File: src/hdl/mav_pkg.sv
`default_nettype none
package mav_pkg;
  // widths
  localparam int ADDR_W = 24;
  localparam int KIND_W = 4;
  localparam int CLS_W = 4;
  localparam int CCR_W = 16;
  localparam int BYTE_W = 8;
  localparam int DATA_W = 32;
  localparam int AVS_AW = 10;
  localparam int IDX_W = 8;
  localparam int IDX_LSB = 2;
  localparam int NMST = 3;
  localparam int NRGN = 8;
  localparam int NMAP = 7;

  // master slots
  localparam int M_CPU = 0;
  localparam int M_BDC = 1;
  localparam int M_ADC = 2;

  // one-hot region bit positions
  localparam int RB_REG = 0;
  localparam int RB_RAM = 1;
  localparam int RB_EEP = 2;
  localparam int RB_RSV = 3;
  localparam int RB_RO = 4;
  localparam int RB_IFR = 5;
  localparam int RB_PNVM = 6;
  localparam int RB_UNMAP = 7;

  // mapped windows, inclusive, indexed by region bit; plain defaults
  localparam logic [ADDR_W-1:0] MAP_LO [NMAP] = '{
    24'h000000, 24'h001000, 24'h100000, 24'h002000,
    24'h1F0000, 24'h1F4000, 24'hFF8000};
  localparam logic [ADDR_W-1:0] MAP_HI [NMAP] = '{
    24'h000FFF, 24'h0013FF, 24'h10007F, 24'h0FFFFF,
    24'h1F3FFF, 24'h1F7FFF, 24'hFFFFFF};

  // access kind codes
  localparam logic [KIND_W-1:0] ACC_NONE = 4'h0;
  localparam logic [KIND_W-1:0] ACC_FETCH = 4'h1;
  localparam logic [KIND_W-1:0] ACC_VECT = 4'h2;
  localparam logic [KIND_W-1:0] ACC_LOAD = 4'h3;
  localparam logic [KIND_W-1:0] ACC_STORE = 4'h4;

  // violation class codes
  localparam logic [CLS_W-1:0] CLS_NONE = 4'h0;
  localparam logic [CLS_W-1:0] CLS_ILLADDR = 4'h1;
  localparam logic [CLS_W-1:0] CLS_ECC = 4'h2;

  // register indices, byte address is four times the index
  localparam logic [IDX_W-1:0] IDX_ECODE = 8'h80;
  localparam logic [IDX_W-1:0] IDX_CCRH = 8'h82;
  localparam logic [IDX_W-1:0] IDX_CCRL = 8'h83;
  localparam logic [IDX_W-1:0] IDX_PC = 8'h84;
  localparam logic [IDX_W-1:0] IDX_STS = 8'h88;
  localparam logic [IDX_W-1:0] IDX_MSK = 8'h89;
  localparam logic [CCR_W-1:0] ECODE_CLEAR = 16'hFFFF;

  // event status bits
  localparam int STS_W = 4;
  localparam int SB_CAPT = 0;
  localparam int SB_CPU = 1;
  localparam int SB_BDC = 2;
  localparam int SB_ADC = 3;
endpackage
`default_nettype wire

File: src/hdl/mav_region_decode.sv
`timescale 1ns/1ns
`default_nettype none
module mav_region_decode
  import mav_pkg::*;
(
  // access address
  input wire logic [ADDR_W-1:0] addr,
  // one-hot region
  output logic [NRGN-1:0] region
);
  logic [NMAP-1:0] hit;

  // window compare per mapped region
  for (genvar i = 0; i < NMAP; i++) begin : g_win
    assign hit[i] = (addr >= MAP_LO[i]) && (addr <= MAP_HI[i]);
  end

  // lowest window wins, no hit means unmapped
  always_comb begin
    region = '0;
    for (int i = NMAP - 1; i >= 0; i--) begin
      if (hit[i]) begin
        region = '0;
        region[i] = 1'b1;
      end
    end
    region[RB_UNMAP] = ~|hit;
  end
endmodule // mav_region_decode
`default_nettype wire

File: src/hdl/mav_perm_check.sv
`timescale 1ns/1ns
`default_nettype none
module mav_perm_check
  import mav_pkg::*;
#(
  parameter int MST = M_CPU
) (
  // access
  input wire logic valid,
  input wire logic [NRGN-1:0] region,
  input wire logic [KIND_W-1:0] kind,
  // mode and nvm state
  input wire logic ssMode,
  input wire logic nvmBusy,
  input wire logic nvmUnsup,
  // verdict
  output logic illegal
);
  logic isRd, isWr, isEx, rdBad, wrBad, exBad, col, isAdc, isCpu;

  // permission table by region and master
  always_comb begin
    isAdc = (MST == M_ADC);
    isCpu = (MST == M_CPU);
    isRd = (kind == ACC_LOAD) || (kind == ACC_VECT);
    isWr = (kind == ACC_STORE);
    isEx = (kind == ACC_FETCH);
    rdBad = region[RB_UNMAP] | (isAdc & (region[RB_REG] | region[RB_RSV]
          | region[RB_RO] | region[RB_IFR]));
    wrBad = region[RB_EEP] | region[RB_RO] | region[RB_IFR]
          | region[RB_PNVM] | region[RB_UNMAP];
    wrBad = wrBad | (isAdc & region[RB_REG]);
    wrBad = wrBad | (region[RB_RSV] & (isAdc | (isCpu & ~ssMode)));
    exBad = region[RB_REG] | region[RB_RSV] | region[RB_RO]
          | region[RB_IFR] | region[RB_UNMAP];
    col = nvmBusy & nvmUnsup & (region[RB_EEP] | region[RB_IFR]
        | region[RB_PNVM]);
    illegal = valid & ((isRd & rdBad) | (isWr & wrBad) | (isEx & exBad)
            | ((isRd | isWr | isEx) & col));
  end
endmodule // mav_perm_check
`default_nettype wire

File: src/hdl/mav_capture.sv
// Function
// - The low error byte holds the access kind in bits 7-4: 0 none, 1 fetch, 2 vector, 3 load, 4 store.
// - The low error byte holds the violation class in bits 3-0: 0 none, 1 illegal address, 2 ECC.
// - A core violation or an uncorrectable ECC error loads a non-zero error code.
// - Program counter and condition flags are captured in the same cycle as the error code.
// - While the error code is non-zero, code, counter and flags are frozen.
// - Writing 0xFFFF to the error code clears it and re-arms capture.
// - Every access of every master is checked against the region and master table.
// - Reserved-space writes: core only in special single-chip mode, debug port always, converter never.
// - Writes to EEPROM, program NVM, info row, read-only and unmapped space, any unmapped access and fetches from register, reserved or info row space are illegal.
// - An unsupported NVM access while an NVM command runs is illegal.
// - Each illegal core access raises a machine exception.
// - Each illegal debug-port access sets the debug bad-access flag instead.
//
// Added by the designer: register access over Avalon-MM.
`timescale 1ns/1ns
`default_nettype none
module mav_capture
  import mav_pkg::*;
(
  // clock, reset, enable
  input wire logic core_clk,
  input wire logic rstn,
  input wire logic ce,
  // avalon-mm slave
  input wire logic [AVS_AW-1:0] avsAddress,
  input wire logic avsRead,
  input wire logic avsWrite,
  input wire logic [DATA_W-1:0] avsWritedata,
  input wire logic [DATA_W/BYTE_W-1:0] avsByteenable,
  output logic [DATA_W-1:0] avsReaddata,
  output logic avsWaitrequest,
  // processor core access
  input wire logic cpuValid,
  input wire logic [ADDR_W-1:0] cpuAddr,
  input wire logic [KIND_W-1:0] cpuKind,
  input wire logic [ADDR_W-1:0] cpuPc,
  input wire logic [CCR_W-1:0] cpuCcr,
  input wire logic eccError,
  // debug port access
  input wire logic bdcValid,
  input wire logic [ADDR_W-1:0] bdcAddr,
  input wire logic [KIND_W-1:0] bdcKind,
  input wire logic bdcFlagClr,
  // converter access
  input wire logic adcValid,
  input wire logic [ADDR_W-1:0] adcAddr,
  input wire logic [KIND_W-1:0] adcKind,
  // mode and nvm state
  input wire logic ssMode,
  input wire logic nvmBusy,
  input wire logic nvmUnsup,
  // reports
  output logic cpuMachineExc,
  output logic debug_port_bad_access_flag,
  output logic irq
);
  typedef struct packed {
    logic [KIND_W-1:0] accKind;
    logic [CLS_W-1:0] errCls;
    logic [ADDR_W-1:0] pc;
    logic [CCR_W-1:0] ccr;
    logic [STS_W-1:0] sts;
    logic [STS_W-1:0] msk;
    logic exc;
    logic bdcFlag;
    logic irq;
    logic waitReq;
    logic [DATA_W-1:0] rdata;
  } mav_state_s;

  mav_state_s q, d;
  logic [NMST-1:0] mValid, ill;
  logic [ADDR_W-1:0] mAddr [NMST];
  logic [KIND_W-1:0] mKind [NMST];
  logic [NRGN-1:0] mRgn [NMST];
  logic [IDX_W-1:0] idx;
  logic req, take, clrWr, armed, capt;
  logic [BYTE_W-1:0] ecodeLow;

  // gather the three masters
  assign mValid[M_CPU] = cpuValid;
  assign mValid[M_BDC] = bdcValid;
  assign mValid[M_ADC] = adcValid;
  assign mAddr[M_CPU] = cpuAddr;
  assign mAddr[M_BDC] = bdcAddr;
  assign mAddr[M_ADC] = adcAddr;
  assign mKind[M_CPU] = cpuKind;
  assign mKind[M_BDC] = bdcKind;
  assign mKind[M_ADC] = adcKind;

  // decode and check each master's access
  for (genvar m = 0; m < NMST; m++) begin : g_mst
    mav_region_decode u_dec (
      .addr(mAddr[m]),
      .region(mRgn[m])
    );
    mav_perm_check #(.MST(m)) u_chk (
      .valid(mValid[m]),
      .region(mRgn[m]),
      .kind(mKind[m]),
      .ssMode(ssMode),
      .nvmBusy(nvmBusy),
      .nvmUnsup(nvmUnsup),
      .illegal(ill[m])
    );
  end

  // bus decode
  assign idx = avsAddress[AVS_AW-1:IDX_LSB];
  assign req = avsRead | avsWrite;
  assign take = req & ~q.waitReq;
  assign ecodeLow = {q.accKind, q.errCls};
  assign clrWr = take & avsWrite & (idx == IDX_ECODE)
               & (&avsByteenable[1:0])
               & (avsWritedata[CCR_W-1:0] == ECODE_CLEAR);

  // capture is armed while the code is zero or being cleared
  assign armed = (ecodeLow == '0) | clrWr;
  assign capt = armed & (ill[M_CPU] | eccError);

  // read mux
  function automatic logic [DATA_W-1:0] rdMux(input logic [IDX_W-1:0] i,
                                              input mav_state_s s);
    logic [DATA_W-1:0] v;
    v = '0;
    case (i)
      IDX_ECODE: v = DATA_W'({s.accKind, s.errCls});
      IDX_CCRH: v = DATA_W'(s.ccr[CCR_W-1:BYTE_W]);
      IDX_CCRL: v = DATA_W'(s.ccr[BYTE_W-1:0]);
      IDX_PC: v = DATA_W'(s.pc);
      IDX_STS: v = DATA_W'(s.sts);
      IDX_MSK: v = DATA_W'(s.msk);
      default: v = '0;
    endcase
    return v;
  endfunction

  // next-state logic
  always_comb begin
    d = q;
    // exception pulses once per illegal core access
    d.exc = ill[M_CPU];
    // debug flag: set wins over clear
    d.bdcFlag = (q.bdcFlag & ~bdcFlagClr) | ill[M_BDC];
    // error code clear
    if (clrWr) begin
      d.accKind = ACC_NONE;
      d.errCls = CLS_NONE;
    end
    // first violation capture, core violation before ecc
    if (capt) begin
      d.accKind = cpuKind;
      d.errCls = ill[M_CPU] ? CLS_ILLADDR : CLS_ECC;
      d.pc = cpuPc;
      d.ccr = cpuCcr;
    end
    // status write-one-to-clear and mask write
    if (take & avsWrite & avsByteenable[0]) begin
      if (idx == IDX_STS) begin
        d.sts = q.sts & ~avsWritedata[STS_W-1:0];
      end
      if (idx == IDX_MSK) begin
        d.msk = avsWritedata[STS_W-1:0];
      end
    end
    // events set after clear so set wins
    d.sts[SB_CAPT] = d.sts[SB_CAPT] | capt;
    d.sts[SB_CPU] = d.sts[SB_CPU] | ill[M_CPU];
    d.sts[SB_BDC] = d.sts[SB_BDC] | ill[M_BDC];
    d.sts[SB_ADC] = d.sts[SB_ADC] | ill[M_ADC];
    d.irq = |(d.sts & d.msk);
    // one wait cycle, then answer for one cycle
    d.waitReq = 1'b1;
    if (req & q.waitReq) begin
      d.waitReq = 1'b0;
      d.rdata = avsRead ? rdMux(idx, q) : '0;
    end
  end

  // state register
  always_ff @(posedge core_clk or negedge rstn) begin
    if (!rstn) begin
      q <= '0;
      q.waitReq <= 1'b1;
    end else if (ce) begin
      q <= d;
    end
  end

  // outputs from flops
  assign avsReaddata = q.rdata;
  assign avsWaitrequest = q.waitReq;
  assign cpuMachineExc = q.exc;
  assign debug_port_bad_access_flag = q.bdcFlag;
  assign irq = q.irq;
endmodule // mav_capture
`default_nettype wire

File: config.mk
export PLATFORM = sky130hd
export DESIGN_NAME = mav_capture
export DESIGN_NICKNAME = d
export VERILOG_FILES = /design/src/hdl/mav_pkg.sv /design/src/hdl/mav_region_decode.sv /design/src/hdl/mav_perm_check.sv /design/src/hdl/mav_capture.sv
export SDC_FILE = /design/constraint.sdc
export NUM_CORES = 1
export LEC_CHECK = 0
export ABC_CLOCK_PERIOD_IN_PS = 2860
export BUFFER_PORTS_ARGS = -buffer_cell sky130_fd_sc_hd__buf_2
export CAP_MARGIN = 40
export CELL_PAD_IN_SITES_DETAIL_PLACEMENT = 2
export CELL_PAD_IN_SITES_GLOBAL_PLACEMENT = 2
export CORE_MARGIN = 2
export CORE_UTILIZATION = 28
export CTS_CLUSTER_SIZE = 20
export DETAILED_ROUTE_END_ITERATION = 10
export GPL_TIMING_DRIVEN = 0
export PLACE_DENSITY_LB_ADDON = 0.1
export SLEW_MARGIN = 20
export SYNTH_ARGS = -nofsm -noshare
export SYNTH_HDL_FRONTEND = slang
export SYNTH_SLANG_ARGS = --single-unit
File: constraint.sdc
create_clock -name core_clk -period 2.86 [get_ports core_clk]
set_input_delay 0.572 -clock core_clk [delete_from_list [all_inputs] [get_ports core_clk]]
set_output_delay 0.572 -clock core_clk [all_outputs]
set_load 0.005 [all_outputs]
==> impl_metrics.py, run 1 <==
metrics = {
    "status": {
        "outcome": "complete, no violations",
    },
    "floorplanning": {
        "initial_utilization_pct": 28.7,
        "die_area_um2": 17400,
        "die_x_um": 132,
        "die_y_um": 132,
        "pin_count": 219,
        "num_rows": 46,
        "core_area_um2": 15900,
    },
    "clock_tree": {
        "cts_tree": "done",
        "htreeDepth": 3,
        "cts_root_buf": "clkbuf_16",
        "clock_path_buffers": 2,
        "cts_num_sinks": 82,
        "cts_made_buffers": 9,
        "clock_latency_ns": 0.34,
        "path_clk_slew_ns": 0.06,
    },
    "power_and_ir_drop": {
        "p_seq_share_pct": 46.0,
        "pwr-share-clk_pct": 31.6,
        "powerDensity_nw_per_um2": 601,
        "switching_share_pct": 26.5,
        "leakage_nw": 3.11,
        "power.switching_uw": 993,
        "ir_drop_uv": 237,
        "internal_power_mw": 2.75,
        "combPwrFrac_pct": 22.4,
    },
    "grt": {
        "antenna_found_initial": 1,
        "grt_use_total_pct": 17.5,
        "overflow": 0,
        "grt_max_degree": 56,
        "grt_pass1_wl_um": 24300,
        "grt_pass1_vias": 4504,
    },
    "yosys": {
        "synth_edf_count": 0,
        "synth_cells": 414,
        "synth_cell_types": 57,
        "postSynthAreaPerCell_um2": 11.1,
        "synth_area_um2": 4580,
        "synth_largest_area_cell": "dfrtp_1",
        "synth-seq-area-share_pct": 44.8,
        "async_flop_share_pct": 100,
        "synth_area_leaders": "dfrtp_1 (44%), mux2_4 (11%), a22o_1 (5.5%)",
        "synth-seq-cells": 82,
        "synthFlopType": "dfrtp_1",
        "yosysWarnings": 0,
        "synth.top_cell.area_share_pct": 44.2,
    },
    "worst_setup_path": {
        "critPathKind": "input port to register",
        "crit_required_ns": 3.08,
        "worstPathArrival_ns": 3.03,
        "r2r_slack_ns": 0.17,
        "end_kind": "register",
        "cp_max_fo": 10,
        "critPathLaunchType": "input port",
    },
    "final_layout": {
        "syn_to_final_growth_pct": 35.9,
        "nets": 792,
        "diodes": 0,
        "multi_input_area_um2": 2250,
        "final_cells": 830,
        "fillers": 1778,
        "seq_area_um2": 2050,
        "layout-drive-gt1-share_pct": 47.9,
    },
    "timing": {
        "slew_headroom_pct": 53.6,
        "finalCritPeriodShare_pct": 98.4,
        "finClkSkew_ns": 0.00637,
        "holdWs_ns": 0.158,
        "timing_hold_violations_final": 0,
        "layout_min_cycle_time_ns": 2.81,
        "tightest_slew_ns": 0.691,
        "finalSetupTns_ns": 0,
        "drv_slew": 0,
        "max_freq_mhz": 355,
        "setup-violations-final": 0,
    },
    "detailed_routing": {
        "routed-via-count": 4032,
        "wirelength_um": 14800,
        "first_pass_iters": 4,
        "routed_via_density": 4.86,
        "wl_per_cell_um": 17.9,
        "remaining_drc_errors": 0,
        "drtAntennaViolNets": 0,
        "dr.first_iter.drc_count": 130,
    },
    "place": {
        "dp_hpwl_um": 11700,
        "place_congestion": 0.748,
        "portBuffers": 169,
        "post-place-cells": 808,
    },
    "run": {
        "maxCapViolations": 0,
    },
    "worst_hold_path": {
        "min_path_type": "input port to async pin",
    },
}
-- metrics by stage --
| step | util [%] | setup WS, ns | power, mW | cell area, µm² |
|---|---|---|---|---|
| floorplan | - | -0.0876 | 2.23 | 4630 |
| global placement | 36.0 | -0.439 | 2.51 | 5740 |
| detailed placement | 36.3 | -0.592 | 2.56 | 5780 |
| CTS | 38.8 | -0.0184 | 3.77 | 6180 |
| global route | 39.1 | -0.00619 | 3.94 | 6230 |
| finish | 39.1 | 0.0468 | 3.74 | 6230 |
-- synthesized netlist by cell type, drive strengths merged, types with 4 or more instances --
library cell and n:
buf 37, nand4 10, a21oi 5, nand4b 4, o21ai 12, nand3b 5
a22o 29, and2 4, nor4 8, nor2b 7, nand2 24, a31oi 5
nor2 20, dfrtp 81, mux2i 6, clkbuf 8, nand3 12, nand2b 4
inv 12, or4 7, o2bb2ai 4, nor3 9, a211oi 4, o211ai 4
a222oi 4, mux2 46
-- layout by cell type, fill, tap and decap left out, types with 4 or more instances in the layout --
cell type / instances
a21oi_1: 5
dfrtp_1: 81
or4_1: 5
nor2b_1: 7
buf_2: 168
o2bb2ai_1: 4
nand4_1: 10
buf_4: 37
nand3_1: 12
conb_1: 8
nand2b_1: 4
mux2i_1: 6
a22o_1: 29
nand2_1: 23
a211oi_1: 4
o21ai_0: 11
nor2_1: 20
clkbuf_1: 8
nor4_1: 7
nor3_1: 9
mux2_4: 34
nand4b_1: 4
o211ai_1: 4
inv_1: 12
nand3b_1: 5
mux2_2: 12
clkbuf_16: 9
a222oi_1: 4
-- worst max-delay path, cell delays in order --
cell,delay (ns)
buf_6,0.09
or4b_4,0.58
or3_4,0.40
or4_4,0.47
nand2_4,0.08
and2_4,0.15
o21ai_4,0.06
buf_12,0.16
buf_12,0.15
mux2_4,0.30
-- final cells by class --
type	count	area share, %
multi-input combinational	282	36.1
sequential	82	33.0
timing repair buffer	178	15.6
buffer	44	5.42
tap	216	4.34
clock buffer	11	3.90
clock inverter	5	0.984
inverter	12	0.723
-- power groups by stage --
stage | Combinational, mW | Clock (mW) | Sequential (mW)
2_1_floorplan | 0.575 | 0 | 1.65
3_3_place_gp | 0.785 | 0 | 1.72
3_5_place_dp | 0.825 | 0 | 1.74
4_1_cts | 0.842 | 1.21 | 1.72
5_1_grt | 0.921 | 1.25 | 1.77
6_report | 0.839 | 1.18 | 1.72
-- cell families (layout without fill, tap and decap cells) --
family | Yosys count | count (layout) | share of synthesized area (%)
and+or+nand+nor | 133 | 133 | 16.5
muxes | 52 | 52 | 15.4
DFF | 82 | 82 | 44.8
buffers and inverters | 57 | 250 | 7.97
AOI/OAI and AO/OA | 87 | 87 | 14.9
xor gates and xnor gates | 2 | 2 | 0.382
other | 1 | 8 | 0.0818
-- final timing paths --
kind	cells after the start	start	to
setup / recovery	10	avsAddress[7]	q[56]
setup reg to reg	9	avsWaitrequest	q[56]
max in group asynchronous	2	rstn	avsReaddata[5]
min in group core_clk	2	cpuPc[9]	q[69]
hold reg to reg	1	debug_port_bad_access_flag	debug_port_bad_access_flag
hold / removal	1	rstn	avsReaddata[19]
-- routing by layer --
metal / share of wire, % / track usage (%) / vias up
li1: - / - / 1908
met4: 1.4 / 4.77 / 2
met2: 49 / 30.3 / 126
met5: 0.074 / 0 / -
met1: 44 / 22.2 / 1981
met3: 5.0 / 3.42 / 15
-- sequential cells by signal, indices dropped and copies added, names as in the netlist --
signal,cells
irq,1
avsWaitrequest,1
avsReaddata,24
ecodeLow,6
debug_port_bad_access_flag,1
q,48
cpuMachineExc,1
-- repair_timing --
action,4_1_cts,5_1_grt
hold buffers,0,0
setup buffers,2,3
cloned,1,0
pin swaps,0,2
setup endpoints to repair,48,50
resized for setup,12,3
Note: power is estimated with default switching activity, not from simulation.
==> inputs of run 2 (changes only) <==
Settings changed: ABC_AREA from default to 1, CORE_UTILIZATION 28 to 25.
==> run 2 against run 1 <==
Against the previous run:
- synthesized area is 1.3% higher
- sequential share of layout area is 0.64 points higher
- clock-buffer cell count is 2 lower
- first-iteration DRC count is 12% lower
- critical path type unchanged
- wire length is 9.2% higher
- core utilization is 5.3 points lower
- die area is 13% higher
- worst setup slack better by 0.49 ns
- highest routed layer is now met4
- fmax is 21% higher
==> impl_metrics.py, run 2 <==
metrics = {
    "status": {
        "outcome": "complete, no violations",
    },
    "clock_tree": {
        "clock_path_buffers": 2,
        "post_cts_resized": 0,
        "cts_made_buffers": 9,
        "path_clk_slew_ns": 0.06,
        "htreeDepth": 3,
        "cts_tree": "done",
        "cts_hold_buffers": 0,
        "clock_latency_ns": 0.34,
        "post_cts_buffers": 0,
        "cts_num_sinks": 82,
        "cts_root_buf": "clkbuf_16",
    },
    "timing": {
        "timing_hold_violations_final": 0,
        "layout_min_cycle_time_ns": 2.33,
        "finalSetupTns_ns": 0,
        "drv_slew": 0,
        "finalCritPeriodShare_pct": 81.3,
        "finClkSkew_ns": 0.00458,
        "rsz0062_at_grt": "no",
        "tightest_slew_ns": 0.650,
        "max_freq_mhz": 430,
        "setup-violations-final": 0,
        "slew_headroom_pct": 56.2,
    },
    "worst_setup_path": {
        "crit_slowest_cell": "nor3_2",
        "cp_max_fo": 10,
        "crit_chain": "buf_2, nor2_1, nand2_2, nor2_4, inv_2, nor2_4, nand2_1, nor3_2, a21o_2, nand3_4, inv_2, buf_6, buf_6, nand2_1, o21ai_1",
        "critPathKind": "input port to register",
        "slowest_delay_ns": 0.22,
        "end_kind": "register",
        "crit_required_ns": 3.13,
        "worstPathArrival_ns": 2.60,
        "critPathLaunchType": "input port",
    },
    "grt": {
        "grt_pass1_vias": 5412,
        "grt_use_met2_pct": 31.9,
        "antenna_found_initial": 0,
        "grt_pass1_wl_um": 26700,
        "overflow": 0,
        "met3_usage_pct": 3.15,
        "grt_busiest_layer": "met2",
        "grt_max_degree": 46,
        "use_met1_pct": 19.4,
        "grt_use_total_pct": 16.9,
    },
    "power_and_ir_drop": {
        "internal_power_mw": 2.48,
        "combPwrFrac_pct": 24.8,
        "powerDensity_nw_per_um2": 603,
        "switching_share_pct": 32.7,
        "ir_drop_uv": 300,
        "leakage_nw": 3.24,
        "p_total_mw": 3.69,
        "p_seq_share_pct": 45.3,
        "power.switching_mw": 1.21,
        "pwr-share-clk_pct": 29.9,
    },
    "final_layout": {
        "final_cell_mix": "nand2_1 (177), buf_2 (173), dfrtp_1 (81), inv_1 (76), nor2_1 (55)",
        "layout_commonest_cell": "nand2_1",
        "max_flop_register": "q",
        "diodes": 0,
        "layout-drive-gt1-share_pct": 32.2,
        "nets": 995,
        "largest_reg_flops": 48,
        "fillers": 2217,
        "syn_to_final_growth_pct": 31.6,
    },
    "yosys": {
        "synth_cells": 623,
        "ys_top_cells_by_count": "nand2_1 (177), dfrtp_1 (81), inv_1 (76), nor2_1 (55), o21ai_0 (54)",
        "synth_edf_count": 0,
        "yosysMostFrequentCell": "nand2_1",
        "async_flop_share_pct": 100,
        "synth-seq-area-share_pct": 44.2,
        "synth_largest_area_cell": "dfrtp_1",
        "synth.top_cell.area_share_pct": 43.6,
        "synthFlopType": "dfrtp_1",
        "synth_area_leaders": "dfrtp_1 (44%), nand2_1 (14%), inv_1 (6.1%)",
        "synth-seq-cells": 82,
        "synth_area_um2": 4640,
        "yosysWarnings": 0,
        "postSynthAreaPerCell_um2": 7.45,
        "synth_cell_types": 42,
    },
    "floorplanning": {
        "die_x_um": 140,
        "core_area_um2": 18100,
        "num_rows": 49,
        "die_area_um2": 19700,
        "die_y_um": 140,
        "pin_count": 219,
        "initial_utilization_pct": 25.7,
    },
    "place": {
        "portBuffers": 169,
        "dp_hpwl_um": 13300,
        "place_congestion": 0.790,
    },
    "detailed_routing": {
        "dr.first_iter.drc_count": 115,
        "remaining_drc_errors": 0,
        "wl_per_cell_um": 15.5,
        "wirelength_um": 16200,
        "first_pass_iters": 4,
        "routed_via_density": 4.56,
        "routed-via-count": 4771,
        "drtAntennaViolNets": 0,
    },
    "run": {
        "maxCapViolations": 0,
    },
    "worst_hold_path": {
        "min_path_type": "input port to async pin",
    },
}
run 2: routing by layer:
| metal | part of all wire [%] | vias up |
|---|---|---|
| met5 | 0 | - |
| met4 | 1.3 | 0 |
| met3 | 5.4 | 12 |
| met2 | 52 | 126 |
| met1 | 41 | 2301 |
| li1 | - | 2332 |
run 2: power groups by stage:
stage	Clock [mW]	Sequential, mW	Combinational (mW)
3_5_place_dp	0	1.70	0.936
2_1_floorplan	0	1.64	0.588
4_1_cts	1.14	1.68	0.944
6_report	1.10	1.67	0.914
5_1_grt	1.18	1.72	1.07
3_3_place_gp	0	1.68	0.867
run 2: cell type report:
cell class | instances | area, µm² | share of cell area (%)
Buffer | 45 | 332 | 5.43
Clock buffer | 9 | 225 | 3.69
Clock inverter | 7 | 55.1 | 0.901
Inverter | 82 | 308 | 5.04
Multi-Input combinational cell | 421 | 1980 | 32.4
Sequential cell | 82 | 2050 | 33.6
Tap cell | 229 | 287 | 4.69
Timing Repair Buffer | 171 | 873 | 14.3
run 2: worst paths after layout:
check | start | endpoint | slack, ns | cells past startpoint
max | avsAddress[7] | q[52] | 0.53 | 15
min | rstn | avsReaddata[15] | 0.25 | 1
max reg2reg | avsWaitrequest | q[52] | 0.62 | 14
min reg2reg | avsReaddata[18] | avsReaddata[18] | 0.49 | 2
max in group asynchronous | rstn | q[67] | 1.98 | 2
min in group core_clk | cpuPc[17] | q[77] | 0.44 | 3
run 2: cells by family (layout without fill, tap and decap cells):
logic type | Yosys count | after routing | share of synthesized area, %
other cells | 1 | 8 | 0.0807
flops | 82 | 82 | 44.2
buf+inv | 127 | 314 | 13.8
simple gates | 305 | 305 | 28.2
compound gates | 108 | 108 | 13.8
run 2: critical path: cells and delay by family:
kind                   cells  cell delay, ns
buffers and inverters      5            0.63
AO/OA/AOI/OAI              2            0.26
AND/OR/NAND/NOR            8            1.14
run 2: metrics by stage:
step                      utilization (%)  std cells  cell area, µm²  hold slack, ns  setup WS (ns)
after floorplan                         -        630            4670           0.276          0.807
after global routing                 33.8       1046            6110           0.295          0.277
after detailed placement             32.2       1030            5830           0.475          0.101
after CTS                            33.8       1046            6110           0.269          0.461
after global placement               32.1       1028            5800           0.464          0.210
final                                33.8       1046            6110           0.249          0.534
